### src/hdl/mdr_pkg.sv
// Overview of operation
// Each mode change updates chosen register bits by hardware per a fixed table.
// A serial access under way at a mode change is discarded; hardware wins.
// Off loads defaults: rate 101, masks all ones, mode 100, listed flags one.
// Mode field reads 100 standby, 111 normal, 001 sleep; overtemp leaves it.
// Forced sleep clears all event and summary flags and selective wake bits.
// Forced sleep sets bus wake enable, both wake pin enables and forced status.
// Transmitter active status is live only in normal mode, else zero.
// Identity register is read only, fixed per variant, ignores writes.
// First byte holds 7-bit address and read flag; reads ignore incoming data (code: reads past 32 bits echo SDI on SDO).
// Writes not 16, 24 or 32 bits long abort and set the serial failure flag.
package mdr_pkg;
  typedef enum logic [5:0] {
    MODE_OFF      = 6'h01,
    MODE_STANDBY  = 6'h02,
    MODE_NORMAL   = 6'h04,
    MODE_SLEEP    = 6'h08,
    MODE_OVERTEMP = 6'h10,
    MODE_FSLEEP   = 6'h20
  } mdr_mode_e;

  // register offsets
  localparam logic [6:0] ADDR_MODE_CTRL  = 7'h01;
  localparam logic [6:0] ADDR_MAIN_STS   = 7'h03;
  localparam logic [6:0] ADDR_CAN_CTRL   = 7'h20;
  localparam logic [6:0] ADDR_TRX_STS    = 7'h22;
  localparam logic [6:0] ADDR_TRX_EN     = 7'h23;
  localparam logic [6:0] ADDR_RATE       = 7'h26;
  localparam logic [6:0] ADDR_FRAME_CTRL = 7'h2F;
  localparam logic [6:0] ADDR_WAKE_EN    = 7'h4C;
  localparam logic [6:0] ADDR_EV_SUM     = 7'h60;
  localparam logic [6:0] ADDR_SYS_EV     = 7'h61;
  localparam logic [6:0] ADDR_TRX_EV     = 7'h63;
  localparam logic [6:0] ADDR_WAKE_EV    = 7'h64;
  localparam logic [3:0] ADDR_DMASK_HI   = 4'hD;
  localparam logic [6:0] ADDR_ID         = 7'h7E;

  // field positions
  localparam int POS_FORCED_SLEEP = 7;
  localparam int POS_NOT_NORMAL   = 5;
  localparam int POS_SW_CFG_OK    = 5;
  localparam int POS_SW_EN        = 4;
  localparam int POS_TX_ACTIVE    = 7;
  localparam int POS_SW_ERR       = 6;
  localparam int POS_SILENCE_STS  = 3;
  localparam int POS_WAKEUP_EN    = 0;
  localparam int POS_RISE_EN      = 1;
  localparam int POS_FALL_EN      = 0;
  localparam int POS_WAKEPIN_SUM  = 3;
  localparam int POS_TRX_SUM      = 2;
  localparam int POS_SYS_SUM      = 0;
  localparam int POS_POWER_ON     = 4;
  localparam int POS_OTW          = 2;
  localparam int POS_SERIAL_FAIL  = 1;
  localparam int POS_FRAME_ERR    = 5;
  localparam int POS_SILENCE_EV   = 4;
  localparam int POS_FAIL_EV      = 1;
  localparam int POS_WAKE_EV      = 0;
  localparam int POS_RISE_EV      = 1;
  localparam int POS_FALL_EV      = 0;

  // writable bits per register
  localparam logic [7:0] WMASK_MODE  = 8'h07;
  localparam logic [7:0] WMASK_CAN   = 8'h30;
  localparam logic [7:0] WMASK_TRXEN = 8'h01;
  localparam logic [7:0] WMASK_RATE  = 8'h07;
  localparam logic [7:0] WMASK_FRAME = 8'h40;
  localparam logic [7:0] WMASK_WAKE  = 8'h03;

  // reset values and mode field codes
  localparam logic [7:0] MC_STANDBY = 8'h04;
  localparam logic [7:0] MC_NORMAL  = 8'h07;
  localparam logic [7:0] MC_SLEEP   = 8'h01;
  localparam logic [7:0] RST_MODE   = MC_STANDBY;
  localparam logic [7:0] RST_MAIN   = 8'h20;
  localparam logic [7:0] RST_RATE   = 8'h05;
  localparam logic [7:0] RST_FRAME  = 8'h40;
  localparam logic [7:0] RST_SYS    = 8'h10;
  localparam logic [7:0] RST_SUM    = 8'h01;
  localparam logic [7:0] RST_DMASK  = 8'hFF;

  // serial frame lengths in bits
  localparam logic [5:0] FRAME_BITS_16 = 6'h10;
  localparam logic [5:0] FRAME_BITS_24 = 6'h18;
  localparam logic [5:0] FRAME_BITS_32 = 6'h20;
  localparam logic [5:0] FRAME_BITS_SAT = 6'h21;
endpackage : mdr_pkg

### src/hdl/mdr_spi_frame.sv
`timescale 1ns/1ps
`default_nettype none
module mdr_spi_frame (
  input  wire logic        clk,
  input  wire logic        rst_n,
  input  wire logic        sck,
  input  wire logic        scsn,
  input  wire logic        sdi,
  input  wire logic        abort_i,
  input  wire logic [7:0]  rd_data_i,
  output logic             sdo_o,
  output logic             live_o,
  output logic [6:0]       rd_addr_o,
  output logic             wr_stb_o,
  output logic [6:0]       wr_addr_o,
  output logic [23:0]      wr_data_o,
  output logic [1:0]       wr_bytes_o,
  output logic             fail_o
);
  logic        sck_q, act_q, act_d, dead_q, dead_d, ro_q, ro_d, sdo_q, sdo_d;
  logic [5:0]  cnt_q, cnt_d;
  logic [7:0]  shi_q, shi_d, sho_q, sho_d;
  logic [6:0]  addr_q, addr_d;
  logic [23:0] dat_q, dat_d;
  logic        rise, fall, len_ok;

  // sample on falling edge, shift out on rising edge
  assign rise   = sck & ~sck_q;
  assign fall   = ~sck & sck_q;
  assign len_ok = (cnt_q == mdr_pkg::FRAME_BITS_16) || (cnt_q == mdr_pkg::FRAME_BITS_24) ||
                  (cnt_q == mdr_pkg::FRAME_BITS_32);
  assign live_o     = act_q & ~dead_q;
  assign rd_addr_o  = addr_q + {5'h00, 2'(cnt_q[4:3] - 2'h1)};
  assign wr_addr_o  = addr_q;
  assign wr_data_o  = dat_q;
  assign wr_bytes_o = 2'(cnt_q[5:3] - 3'h1);
  assign sdo_o      = sdo_q;

  // frame tracking; commit or fail decided when select rises
  always_comb begin
    act_d = act_q; dead_d = dead_q; ro_d = ro_q; sdo_d = sdo_q;
    cnt_d = cnt_q; shi_d = shi_q; sho_d = sho_q; addr_d = addr_q; dat_d = dat_q;
    wr_stb_o = 1'b0;
    fail_o   = 1'b0;
    if (scsn) begin
      if (act_q && !dead_q && !ro_q && (cnt_q != 6'h00)) begin
        wr_stb_o = len_ok;
        fail_o   = !len_ok;
      end
      act_d = 1'b0; dead_d = 1'b0; cnt_d = 6'h00; ro_d = 1'b0;
      sho_d = 8'h00; sdo_d = 1'b0;
    end else begin
      act_d = 1'b1;
      if (abort_i) begin
        dead_d = 1'b1;
      end
      if (fall) begin
        shi_d = {shi_q[6:0], sdi};
        cnt_d = (cnt_q == mdr_pkg::FRAME_BITS_SAT) ? cnt_q : cnt_q + 6'h01;
        if (cnt_q[2:0] == 3'h7) begin
          if (cnt_q[5:3] == 3'h0) begin
            addr_d = shi_q[6:0];
            ro_d   = sdi;
          end else if (!ro_q) begin // data of a read is dropped
            case (cnt_q[5:3])
              3'h1:    dat_d[7:0]   = {shi_q[6:0], sdi};
              3'h2:    dat_d[15:8]  = {shi_q[6:0], sdi};
              3'h3:    dat_d[23:16] = {shi_q[6:0], sdi};
              default: dat_d = dat_q;
            endcase
          end
        end
      end
      if (rise) begin
        if (ro_q && (cnt_q >= mdr_pkg::FRAME_BITS_32)) begin
          sdo_d = sdi; // long reads echo the input stream
        end else if ((cnt_q[2:0] == 3'h0) && (cnt_q != 6'h00) && (cnt_q < mdr_pkg::FRAME_BITS_32)) begin
          sdo_d = rd_data_i[7];
          sho_d = {rd_data_i[6:0], 1'b0};
        end else begin
          sdo_d = sho_q[7];
          sho_d = {sho_q[6:0], 1'b0};
        end
      end
    end
  end

  always_ff @(posedge clk or negedge rst_n) begin
    if (!rst_n) begin
      sck_q <= 1'b0; act_q <= 1'b0; dead_q <= 1'b0; ro_q <= 1'b0; sdo_q <= 1'b0;
      cnt_q <= 6'h00; shi_q <= 8'h00; sho_q <= 8'h00; addr_q <= 7'h00; dat_q <= 24'h000000;
    end else begin
      sck_q <= sck; act_q <= act_d; dead_q <= dead_d; ro_q <= ro_d; sdo_q <= sdo_d;
      cnt_q <= cnt_d; shi_q <= shi_d; sho_q <= sho_d; addr_q <= addr_d; dat_q <= dat_d;
    end
  end
endmodule : mdr_spi_frame
`default_nettype wire

### src/hdl/mdr_regs.sv
`timescale 1ns/1ps
`default_nettype none
module mdr_regs #(
  parameter logic [7:0] DEVICE_ID = 8'h5A // arbitrary value
) (
  input  wire logic       REF_CLK,
  input  wire logic       NRST,
  input  wire logic       SCK,
  input  wire logic       SCSN,
  input  wire logic       SDI,
  output logic            SDO,
  input  wire logic [5:0] MODE,
  input  wire logic       TX_ACTIVE,
  input  wire logic       BUS_SILENT,
  input  wire logic       SW_ERROR,
  input  wire logic       EV_BUS_SILENCE,
  input  wire logic       EV_BUS_FAIL,
  input  wire logic       EV_BUS_WAKE,
  input  wire logic       EV_OTW,
  input  wire logic       EV_WAKE_RISE,
  input  wire logic       EV_WAKE_FALL,
  input  wire logic       EV_FRAME_ERR,
  output logic [2:0]      MODE_REQ,
  output logic [2:0]      BUS_RATE,
  output logic            BUS_WAKE_EN,
  output logic            WAKE_RISE_EN,
  output logic            WAKE_FALL_EN,
  output logic            SEL_WAKE_EN,
  output logic            MATCH_DIS
);
  logic [5:0]      mode_q;
  logic            mode_chg, in_normal, in_off;
  logic [7:0]      mc_q, mc_d, main_q, main_d, can_q, can_d, trxen_q, trxen_d;
  logic [7:0]      rate_q, rate_d, frame_q, frame_d, wake_q, wake_d;
  logic [7:0]      sum_q, sum_d, sys_q, sys_d, trx_q, trx_d, wpev_q, wpev_d;
  logic [7:0][7:0] dm_q, dm_d;
  logic [7:0]      sys_set, trx_set, wp_set, rd_data, trx_sts;
  logic [6:0]      rd_addr, wr_addr;
  logic [23:0]     wr_data;
  logic [1:0]      wr_bytes;
  logic            wr_stb, spi_fail, spi_live;

  assign mode_chg  = (MODE != mode_q);
  assign in_normal = (mode_q == mdr_pkg::MODE_NORMAL);
  assign in_off    = (mode_q == mdr_pkg::MODE_OFF);

  // a mode change kills the frame under way
  mdr_spi_frame u_spi (
    .clk        (REF_CLK),
    .rst_n      (NRST),
    .sck        (SCK),
    .scsn       (SCSN),
    .sdi        (SDI),
    .abort_i    (mode_chg),
    .rd_data_i  (rd_data),
    .sdo_o      (SDO),
    .live_o     (spi_live),
    .rd_addr_o  (rd_addr),
    .wr_stb_o   (wr_stb),
    .wr_addr_o  (wr_addr),
    .wr_data_o  (wr_data),
    .wr_bytes_o (wr_bytes),
    .fail_o     (spi_fail)
  );

  // live status; off reads the reset pattern
  always_comb begin
    trx_sts = 8'h00;
    trx_sts[mdr_pkg::POS_TX_ACTIVE] = in_normal & TX_ACTIVE;
    trx_sts[mdr_pkg::POS_SW_ERR] = in_off | SW_ERROR;
    trx_sts[mdr_pkg::POS_SILENCE_STS] = in_off | BUS_SILENT;
  end
  // read mux; unmapped addresses read zero
  always_comb begin
    rd_data = 8'h00;
    case (rd_addr)
      mdr_pkg::ADDR_MODE_CTRL:  rd_data = mc_q;
      mdr_pkg::ADDR_MAIN_STS:   rd_data = main_q;
      mdr_pkg::ADDR_CAN_CTRL:   rd_data = can_q;
      mdr_pkg::ADDR_TRX_STS:    rd_data = trx_sts;
      mdr_pkg::ADDR_TRX_EN:     rd_data = trxen_q;
      mdr_pkg::ADDR_RATE:       rd_data = rate_q;
      mdr_pkg::ADDR_FRAME_CTRL: rd_data = frame_q;
      mdr_pkg::ADDR_WAKE_EN:    rd_data = wake_q;
      mdr_pkg::ADDR_EV_SUM:     rd_data = sum_q;
      mdr_pkg::ADDR_SYS_EV:     rd_data = sys_q;
      mdr_pkg::ADDR_TRX_EV:     rd_data = trx_q;
      mdr_pkg::ADDR_WAKE_EV:    rd_data = wpev_q;
      mdr_pkg::ADDR_ID:         rd_data = DEVICE_ID;
      default: if (rd_addr[6:3] == mdr_pkg::ADDR_DMASK_HI) rd_data = dm_q[rd_addr[2:0]];
    endcase
  end

  // event sources, one bit each
  always_comb begin
    sys_set = 8'h00;
    trx_set = 8'h00;
    wp_set  = 8'h00;
    sys_set[mdr_pkg::POS_SERIAL_FAIL] = spi_fail;
    sys_set[mdr_pkg::POS_OTW]         = EV_OTW;
    trx_set[mdr_pkg::POS_FRAME_ERR]   = EV_FRAME_ERR;
    trx_set[mdr_pkg::POS_SILENCE_EV]  = EV_BUS_SILENCE;
    trx_set[mdr_pkg::POS_FAIL_EV]     = EV_BUS_FAIL;
    trx_set[mdr_pkg::POS_WAKE_EV]     = EV_BUS_WAKE;
    wp_set[mdr_pkg::POS_RISE_EV]      = EV_WAKE_RISE;
    wp_set[mdr_pkg::POS_FALL_EV]      = EV_WAKE_FALL;
  end

  // next state: host writes, then events, then the mode table on top
  always_comb begin
    logic [7:0] a;
    logic [7:0] b;
    a = 8'h00;
    b = 8'h00;
    mc_d = mc_q; main_d = main_q; can_d = can_q; trxen_d = trxen_q; rate_d = rate_q;
    frame_d = frame_q; wake_d = wake_q; sum_d = sum_q; sys_d = sys_q; trx_d = trx_q;
    wpev_d = wpev_q; dm_d = dm_q;
    if (wr_stb && !mode_chg) begin
      for (int k = 0; k < 3; k++) begin
        a = {1'b0, wr_addr} + 8'(k);
        b = wr_data[8*k +: 8];
        // bytes past the top of the map fall away silently
        if ((k < int'(wr_bytes)) && !a[7]) begin
          case (a[6:0])
            mdr_pkg::ADDR_MODE_CTRL:  mc_d    = b & mdr_pkg::WMASK_MODE;
            mdr_pkg::ADDR_CAN_CTRL:   can_d   = b & mdr_pkg::WMASK_CAN;
            mdr_pkg::ADDR_TRX_EN:     trxen_d = b & mdr_pkg::WMASK_TRXEN;
            mdr_pkg::ADDR_RATE:       rate_d  = b & mdr_pkg::WMASK_RATE;
            mdr_pkg::ADDR_FRAME_CTRL: frame_d = b & mdr_pkg::WMASK_FRAME;
            mdr_pkg::ADDR_WAKE_EN:    wake_d  = b & mdr_pkg::WMASK_WAKE;
            mdr_pkg::ADDR_EV_SUM:     sum_d   = sum_d & ~b;
            mdr_pkg::ADDR_SYS_EV:     sys_d   = sys_d & ~b;
            mdr_pkg::ADDR_TRX_EV:     trx_d   = trx_d & ~b;
            mdr_pkg::ADDR_WAKE_EV:    wpev_d  = wpev_d & ~b;
            default: if (a[6:3] == mdr_pkg::ADDR_DMASK_HI) dm_d[a[2:0]] = b; // identity ignored
          endcase
        end
      end
    end
    // sets land after the clears so a same-cycle event survives
    sys_d  = sys_d | sys_set;
    trx_d  = trx_d | trx_set;
    wpev_d = wpev_d | wp_set;
    sum_d[mdr_pkg::POS_SYS_SUM]     = sum_d[mdr_pkg::POS_SYS_SUM] | (|sys_set);
    sum_d[mdr_pkg::POS_TRX_SUM]     = sum_d[mdr_pkg::POS_TRX_SUM] | (|trx_set);
    sum_d[mdr_pkg::POS_WAKEPIN_SUM] = sum_d[mdr_pkg::POS_WAKEPIN_SUM] | (|wp_set);
    if (mode_chg) begin
      case (MODE)
        mdr_pkg::MODE_STANDBY: mc_d = mdr_pkg::MC_STANDBY;
        mdr_pkg::MODE_NORMAL: begin
          mc_d = mdr_pkg::MC_NORMAL;
          main_d[mdr_pkg::POS_NOT_NORMAL] = 1'b0;
        end
        mdr_pkg::MODE_SLEEP: begin
          mc_d = mdr_pkg::MC_SLEEP;
          main_d[mdr_pkg::POS_FORCED_SLEEP] = 1'b0;
        end
        mdr_pkg::MODE_FSLEEP: begin
          // hardware clear here outranks any event of the same cycle
          mc_d   = mdr_pkg::MC_SLEEP;
          sum_d  = 8'h00;
          sys_d  = 8'h00;
          trx_d  = 8'h00;
          wpev_d = 8'h00;
          can_d[mdr_pkg::POS_SW_CFG_OK] = 1'b0;
          can_d[mdr_pkg::POS_SW_EN]     = 1'b0;
          trxen_d[mdr_pkg::POS_WAKEUP_EN] = 1'b1;
          wake_d[mdr_pkg::POS_RISE_EN]    = 1'b1;
          wake_d[mdr_pkg::POS_FALL_EN]    = 1'b1;
          main_d[mdr_pkg::POS_FORCED_SLEEP] = 1'b1;
        end
        default: mc_d = mc_d; // overtemp leaves the field alone
      endcase
    end
    if (MODE == mdr_pkg::MODE_OFF) begin
      mc_d = mdr_pkg::RST_MODE; main_d = mdr_pkg::RST_MAIN; can_d = 8'h00; trxen_d = 8'h00;
      rate_d = mdr_pkg::RST_RATE; frame_d = mdr_pkg::RST_FRAME; wake_d = 8'h00;
      sum_d = mdr_pkg::RST_SUM; sys_d = mdr_pkg::RST_SYS; trx_d = 8'h00; wpev_d = 8'h00;
      dm_d = {8{mdr_pkg::RST_DMASK}};
    end
  end

  always_ff @(posedge REF_CLK or negedge NRST) begin
    if (!NRST) begin
      mode_q <= mdr_pkg::MODE_OFF;
      mc_q <= mdr_pkg::RST_MODE; main_q <= mdr_pkg::RST_MAIN; can_q <= 8'h00; trxen_q <= 8'h00;
      rate_q <= mdr_pkg::RST_RATE; frame_q <= mdr_pkg::RST_FRAME; wake_q <= 8'h00;
      sum_q <= mdr_pkg::RST_SUM; sys_q <= mdr_pkg::RST_SYS; trx_q <= 8'h00; wpev_q <= 8'h00;
      dm_q <= {8{mdr_pkg::RST_DMASK}};
    end else begin
      mode_q <= MODE;
      mc_q <= mc_d; main_q <= main_d; can_q <= can_d; trxen_q <= trxen_d;
      rate_q <= rate_d; frame_q <= frame_d; wake_q <= wake_d;
      sum_q <= sum_d; sys_q <= sys_d; trx_q <= trx_d; wpev_q <= wpev_d;
      dm_q <= dm_d;
    end
  end

  // control outputs straight from register bits
  assign MODE_REQ     = mc_q[2:0];
  assign BUS_RATE     = rate_q[2:0];
  assign BUS_WAKE_EN  = trxen_q[mdr_pkg::POS_WAKEUP_EN];
  assign WAKE_RISE_EN = wake_q[mdr_pkg::POS_RISE_EN];
  assign WAKE_FALL_EN = wake_q[mdr_pkg::POS_FALL_EN];
  assign SEL_WAKE_EN  = can_q[mdr_pkg::POS_SW_EN];
  assign MATCH_DIS    = frame_q[6];
endmodule : mdr_regs
`default_nettype wire

### config.mk
export PLATFORM = sky130hd
export DESIGN_NAME = mdr_regs
export DESIGN_NICKNAME = d
export VERILOG_FILES = /design/src/hdl/mdr_pkg.sv /design/src/hdl/mdr_spi_frame.sv /design/src/hdl/mdr_regs.sv
export SDC_FILE = /design/constraint.sdc
export NUM_CORES = 1
export LEC_CHECK = 0
export BUFFER_PORTS_ARGS = -buffer_cell sky130_fd_sc_hd__buf_2
export CORE_UTILIZATION = 40
export CTS_CLUSTER_DIAMETER = 60
export DETAILED_ROUTE_END_ITERATION = 10
export PLACE_DENSITY_LB_ADDON = 0.08
export SYNTH_ARGS = -nofsm -noshare
export SYNTH_HDL_FRONTEND = slang
export SYNTH_HIERARCHICAL = 1
export SYNTH_SLANG_ARGS = --single-unit
### constraint.sdc
create_clock -name REF_CLK -period 3.39 [get_ports REF_CLK]
set_clock_uncertainty 0.1 [all_clocks]
set_input_delay 0.678 -clock REF_CLK [delete_from_list [all_inputs] [get_ports REF_CLK]]
set_output_delay 0.678 -clock REF_CLK [all_outputs]
set_load 0.02 [all_outputs]
==> impl_metrics.toml <==
[finish]
fin_nets = 1586
mostFrequentLayoutCell = "buf_4"
drive_gt1_frac = 0.324
mostFrequentLayoutCells = "150 x buf_4, 136 x dfrtp_1, 108 x nand2_1"
stdcell_count = 2022
diodes = 0
area_growth_pct = 20.1

[yosys]
syn_area_mm2 = 0.0139
yosysSeqAreaShare = 0.380
yosys.area.top_type_share = 0.244
post_synth.cell_area_avg_um2 = 9.77
synth_largest_area_cell = "dfrtp_1"
syn_nets = 1469
yosysWarnings = 6
async_reset_ff_frac = 1.00
yosysUniqueCellTypes = 100
ys.flop_type = "dfrtp_1"
synth_edf_count = 0
syn_inst = 1427
synthTopCellsByArea = "dfrtp_1 24%, dfstp_2 14%, mux2i_1 7.2%"
ys_ff_latch = 208

[global_route]
grt_pass1_vias = 12338
grt_pass1_wl_um = 84400
grt_overflow = 0
grt_max_degree = 73
grt_usage = 0.319
antenna_found_initial = 0

[pwr]
p_seq_frac = 0.427
p_switching_uw = 2070
power_frac_clock = 0.443
combPwrFrac = 0.129
peakVddDrop_v = 0.000357
p_leak_uw = 0.00707
p_per_area_mw_per_mm2 = 446
power.total_uw = 7460
swShare = 0.278
p_int_uw = 5390

[sta]
grt_setup_unrepaired = "yes"
report.final.slew_viol_count = 0
final-hold-violation-count = 0
period_share = 1.04
fmax_ghz = 0.283
worst_slack_ns = -0.141
tightest_slew_ns = 0.989
fin_crit_ns = 3.53
relSlewSlack = 0.338
setup_viol = 2

[placed_design]
gp_congestion = 0.978
placedCellCount = 1951
dpl.hpwl_um = 40800
io_buffers = 32

[floorplanning]
dieWidth_um = 189
core_mm2 = 0.0345
pin_count = 33
die-area_mm2 = 0.0356
rows = 68
initial_utilization = 0.405
die_h_um = 189

[cts]
cts_tree = "yes"
clk_path_buf_depth = 3
clk_pin_slew_ns = 0.06
clock_sinks = 208
htree_levels = 1
clkLatencyLatePin_ns = 0.58
cts_buffers = 30
root_buffer = "clkbuf_16"

[job]
cap_violations = 0

[outcome]
status = "finished with violations"
failed_checks = "negative setup slack"

[drt]
drc = 0
wire_per_inst_um = 27.9
drtIter0Drc = 1356
num_vias = 12779
ant_nets = 0
wl_um = 56400
vias_per_cell = 6.32
firstDrtPassIters = 5

[worst_setup_path]
crit_fanout = 7
crit_type = "flip-flop to flip-flop"
startpoint_type = "flip-flop"
required_ns = 3.74
arrival_ns = 3.88
endpoint_kind = "flip-flop"

[worst_hold_path]
hp-class = "primary input to flip-flop"
[per-layer routing]
metal	GRT usage	vias to the layer above	part of all wire
li1	-	5637	-
met1	0.498	6466	0.47
met2	0.447	596	0.42
met3	0.0535	80	0.083
met4	0.0847	0	0.027
met5	0	-	0
[power by group through the flow]
| stage | sequential [uW] | combinational [uW] | clock, uW |
|---|---|---|---|
| floorplan | 3060 | 694 | 0 |
| global placement | 3210 | 939 | 0 |
| detailed placement | 3210 | 963 | 0 |
| CTS | 3170 | 968 | 3360 |
| global route | 3220 | 1070 | 3460 |
| finish | 3190 | 966 | 3310 |
[cells in the mapped netlist (15+ instances only)]
cell	number
dfrtp_1	136
nand2_1	109
a21oi_1	106
mux2i_1	101
o21ai_0	95
dfstp_2	72
nor2_1	72
mux2_2	71
clkbuf_1	52
o32ai_1	48
nand3_1	35
and2_1	32
buf_2	32
inv_1	29
o22ai_1	27
and3_1	22
nor3_1	21
ha_1	20
o211ai_1	19
or3_1	18
nand4_1	17
mux4_2	16
buf_4	15
[final timing paths]
path                                      from  depth (start not counted)  slack, ns             end
max in group asynchronous                 NRST                          3       1.79        dm_q[16]
worst max register to register  u_spi/cnt_q[3]                         16      -0.14  u_spi/sho_q[7]
min in group asynchronous                 NRST                          2       0.58  u_spi/sho_q[6]
worst min register to register  u_spi/sho_q[4]                          2       0.39  u_spi/sho_q[4]
worst max-delay path            u_spi/cnt_q[3]                         16      -0.14  u_spi/sho_q[7]
worst min-delay path                   MODE[0]                          1       0.15       mode_q[0]
[worst max-delay path, cell delays in order, from the launching register on]
cell        delay [ns]
dfrtp_1           0.38
inv_2             0.10
buf_6             0.11
ha_4              0.12
inv_2             0.03
fa_2              0.54
clkinvlp_4        0.20
buf_4             0.20
and2_4            0.13
nor2b_1           0.14
and4_1            0.19
buf_6             0.16
a2111oi_4         0.34
o21ai_1           0.11
a311o_1           0.33
mux2i_1           0.12
o21ai_1           0.09
[timing repair]
action                                  in CTS  in global routing
endpoints found under the setup margin       6                  8
resized for setup                           23                 27
buffers inserted                             9                  8
hold buffers                                 1                  0
pin swaps                                   11                 21
hold endpoints to repair                    23                  0
[per-stage QoR]
step | utilization | setup WS (ns) | hold WS, ns | setup TNS [ns] | area (um^2)
6_report | 0.486 | -0.141 | 0.149 | -0.217 | 16700
5_1_grt | 0.486 | -0.274 | 0.142 | -0.552 | 16700
4_1_cts | 0.482 | -0.0283 | 0.132 | -0.0531 | 16600
3_5_place_dp | 0.446 | -0.184 | 0.374 | -0.481 | 15400
3_3_place_gp | 0.446 | -0.0907 | 0.364 | -0.180 | 15400
2_1_floorplan | - | 0.0240 | 0.282 | 0 | 14000
[cells by family after synthesis]
group                    share of synthesized area
buffers and inverters                       0.0486
AO/OA/AOI/OAI                                0.204
adder cells (fa/ha/maj)                     0.0194
AND/OR/NAND/NOR                              0.170
flip-flops                                   0.380
multiplexers                                 0.157
XOR/XNOR                                    0.0209
[state kept, by name, indices dropped and copies added (netlist names)]
name and count:
rate_q 8, u_spi/sck_q 1, wpev_q 8, u_spi/ro_q 1, trx_q 8, u_spi/wr_addr_o 7, u_spi/shi_q 7, trxen_q 8
mode_q 6, main_q 2, u_spi/sdo_o 1, u_spi/act_q 1, frame_q 8, dm_q 64, mc_q 8, wake_q 8
can_q 8, sum_q 8, sys_q 8, u_spi/sho_q 7, u_spi/cnt_q 6, u_spi/wr_data_o 24, u_spi/dead_q 1
[layout make-up]
type / instances / area (um^2)
Multi-Input combinational cell: 1078 / 8210
Fill cell: 3278 / 17700
Clock buffer: 35 / 831
Tap cell: 455 / 569
Clock inverter: 20 / 225
Sequential cell: 208 / 5300
Timing Repair Buffer: 197 / 1510
Inverter: 29 / 113
No activity file was read; power rests on OpenSTA's default activity.
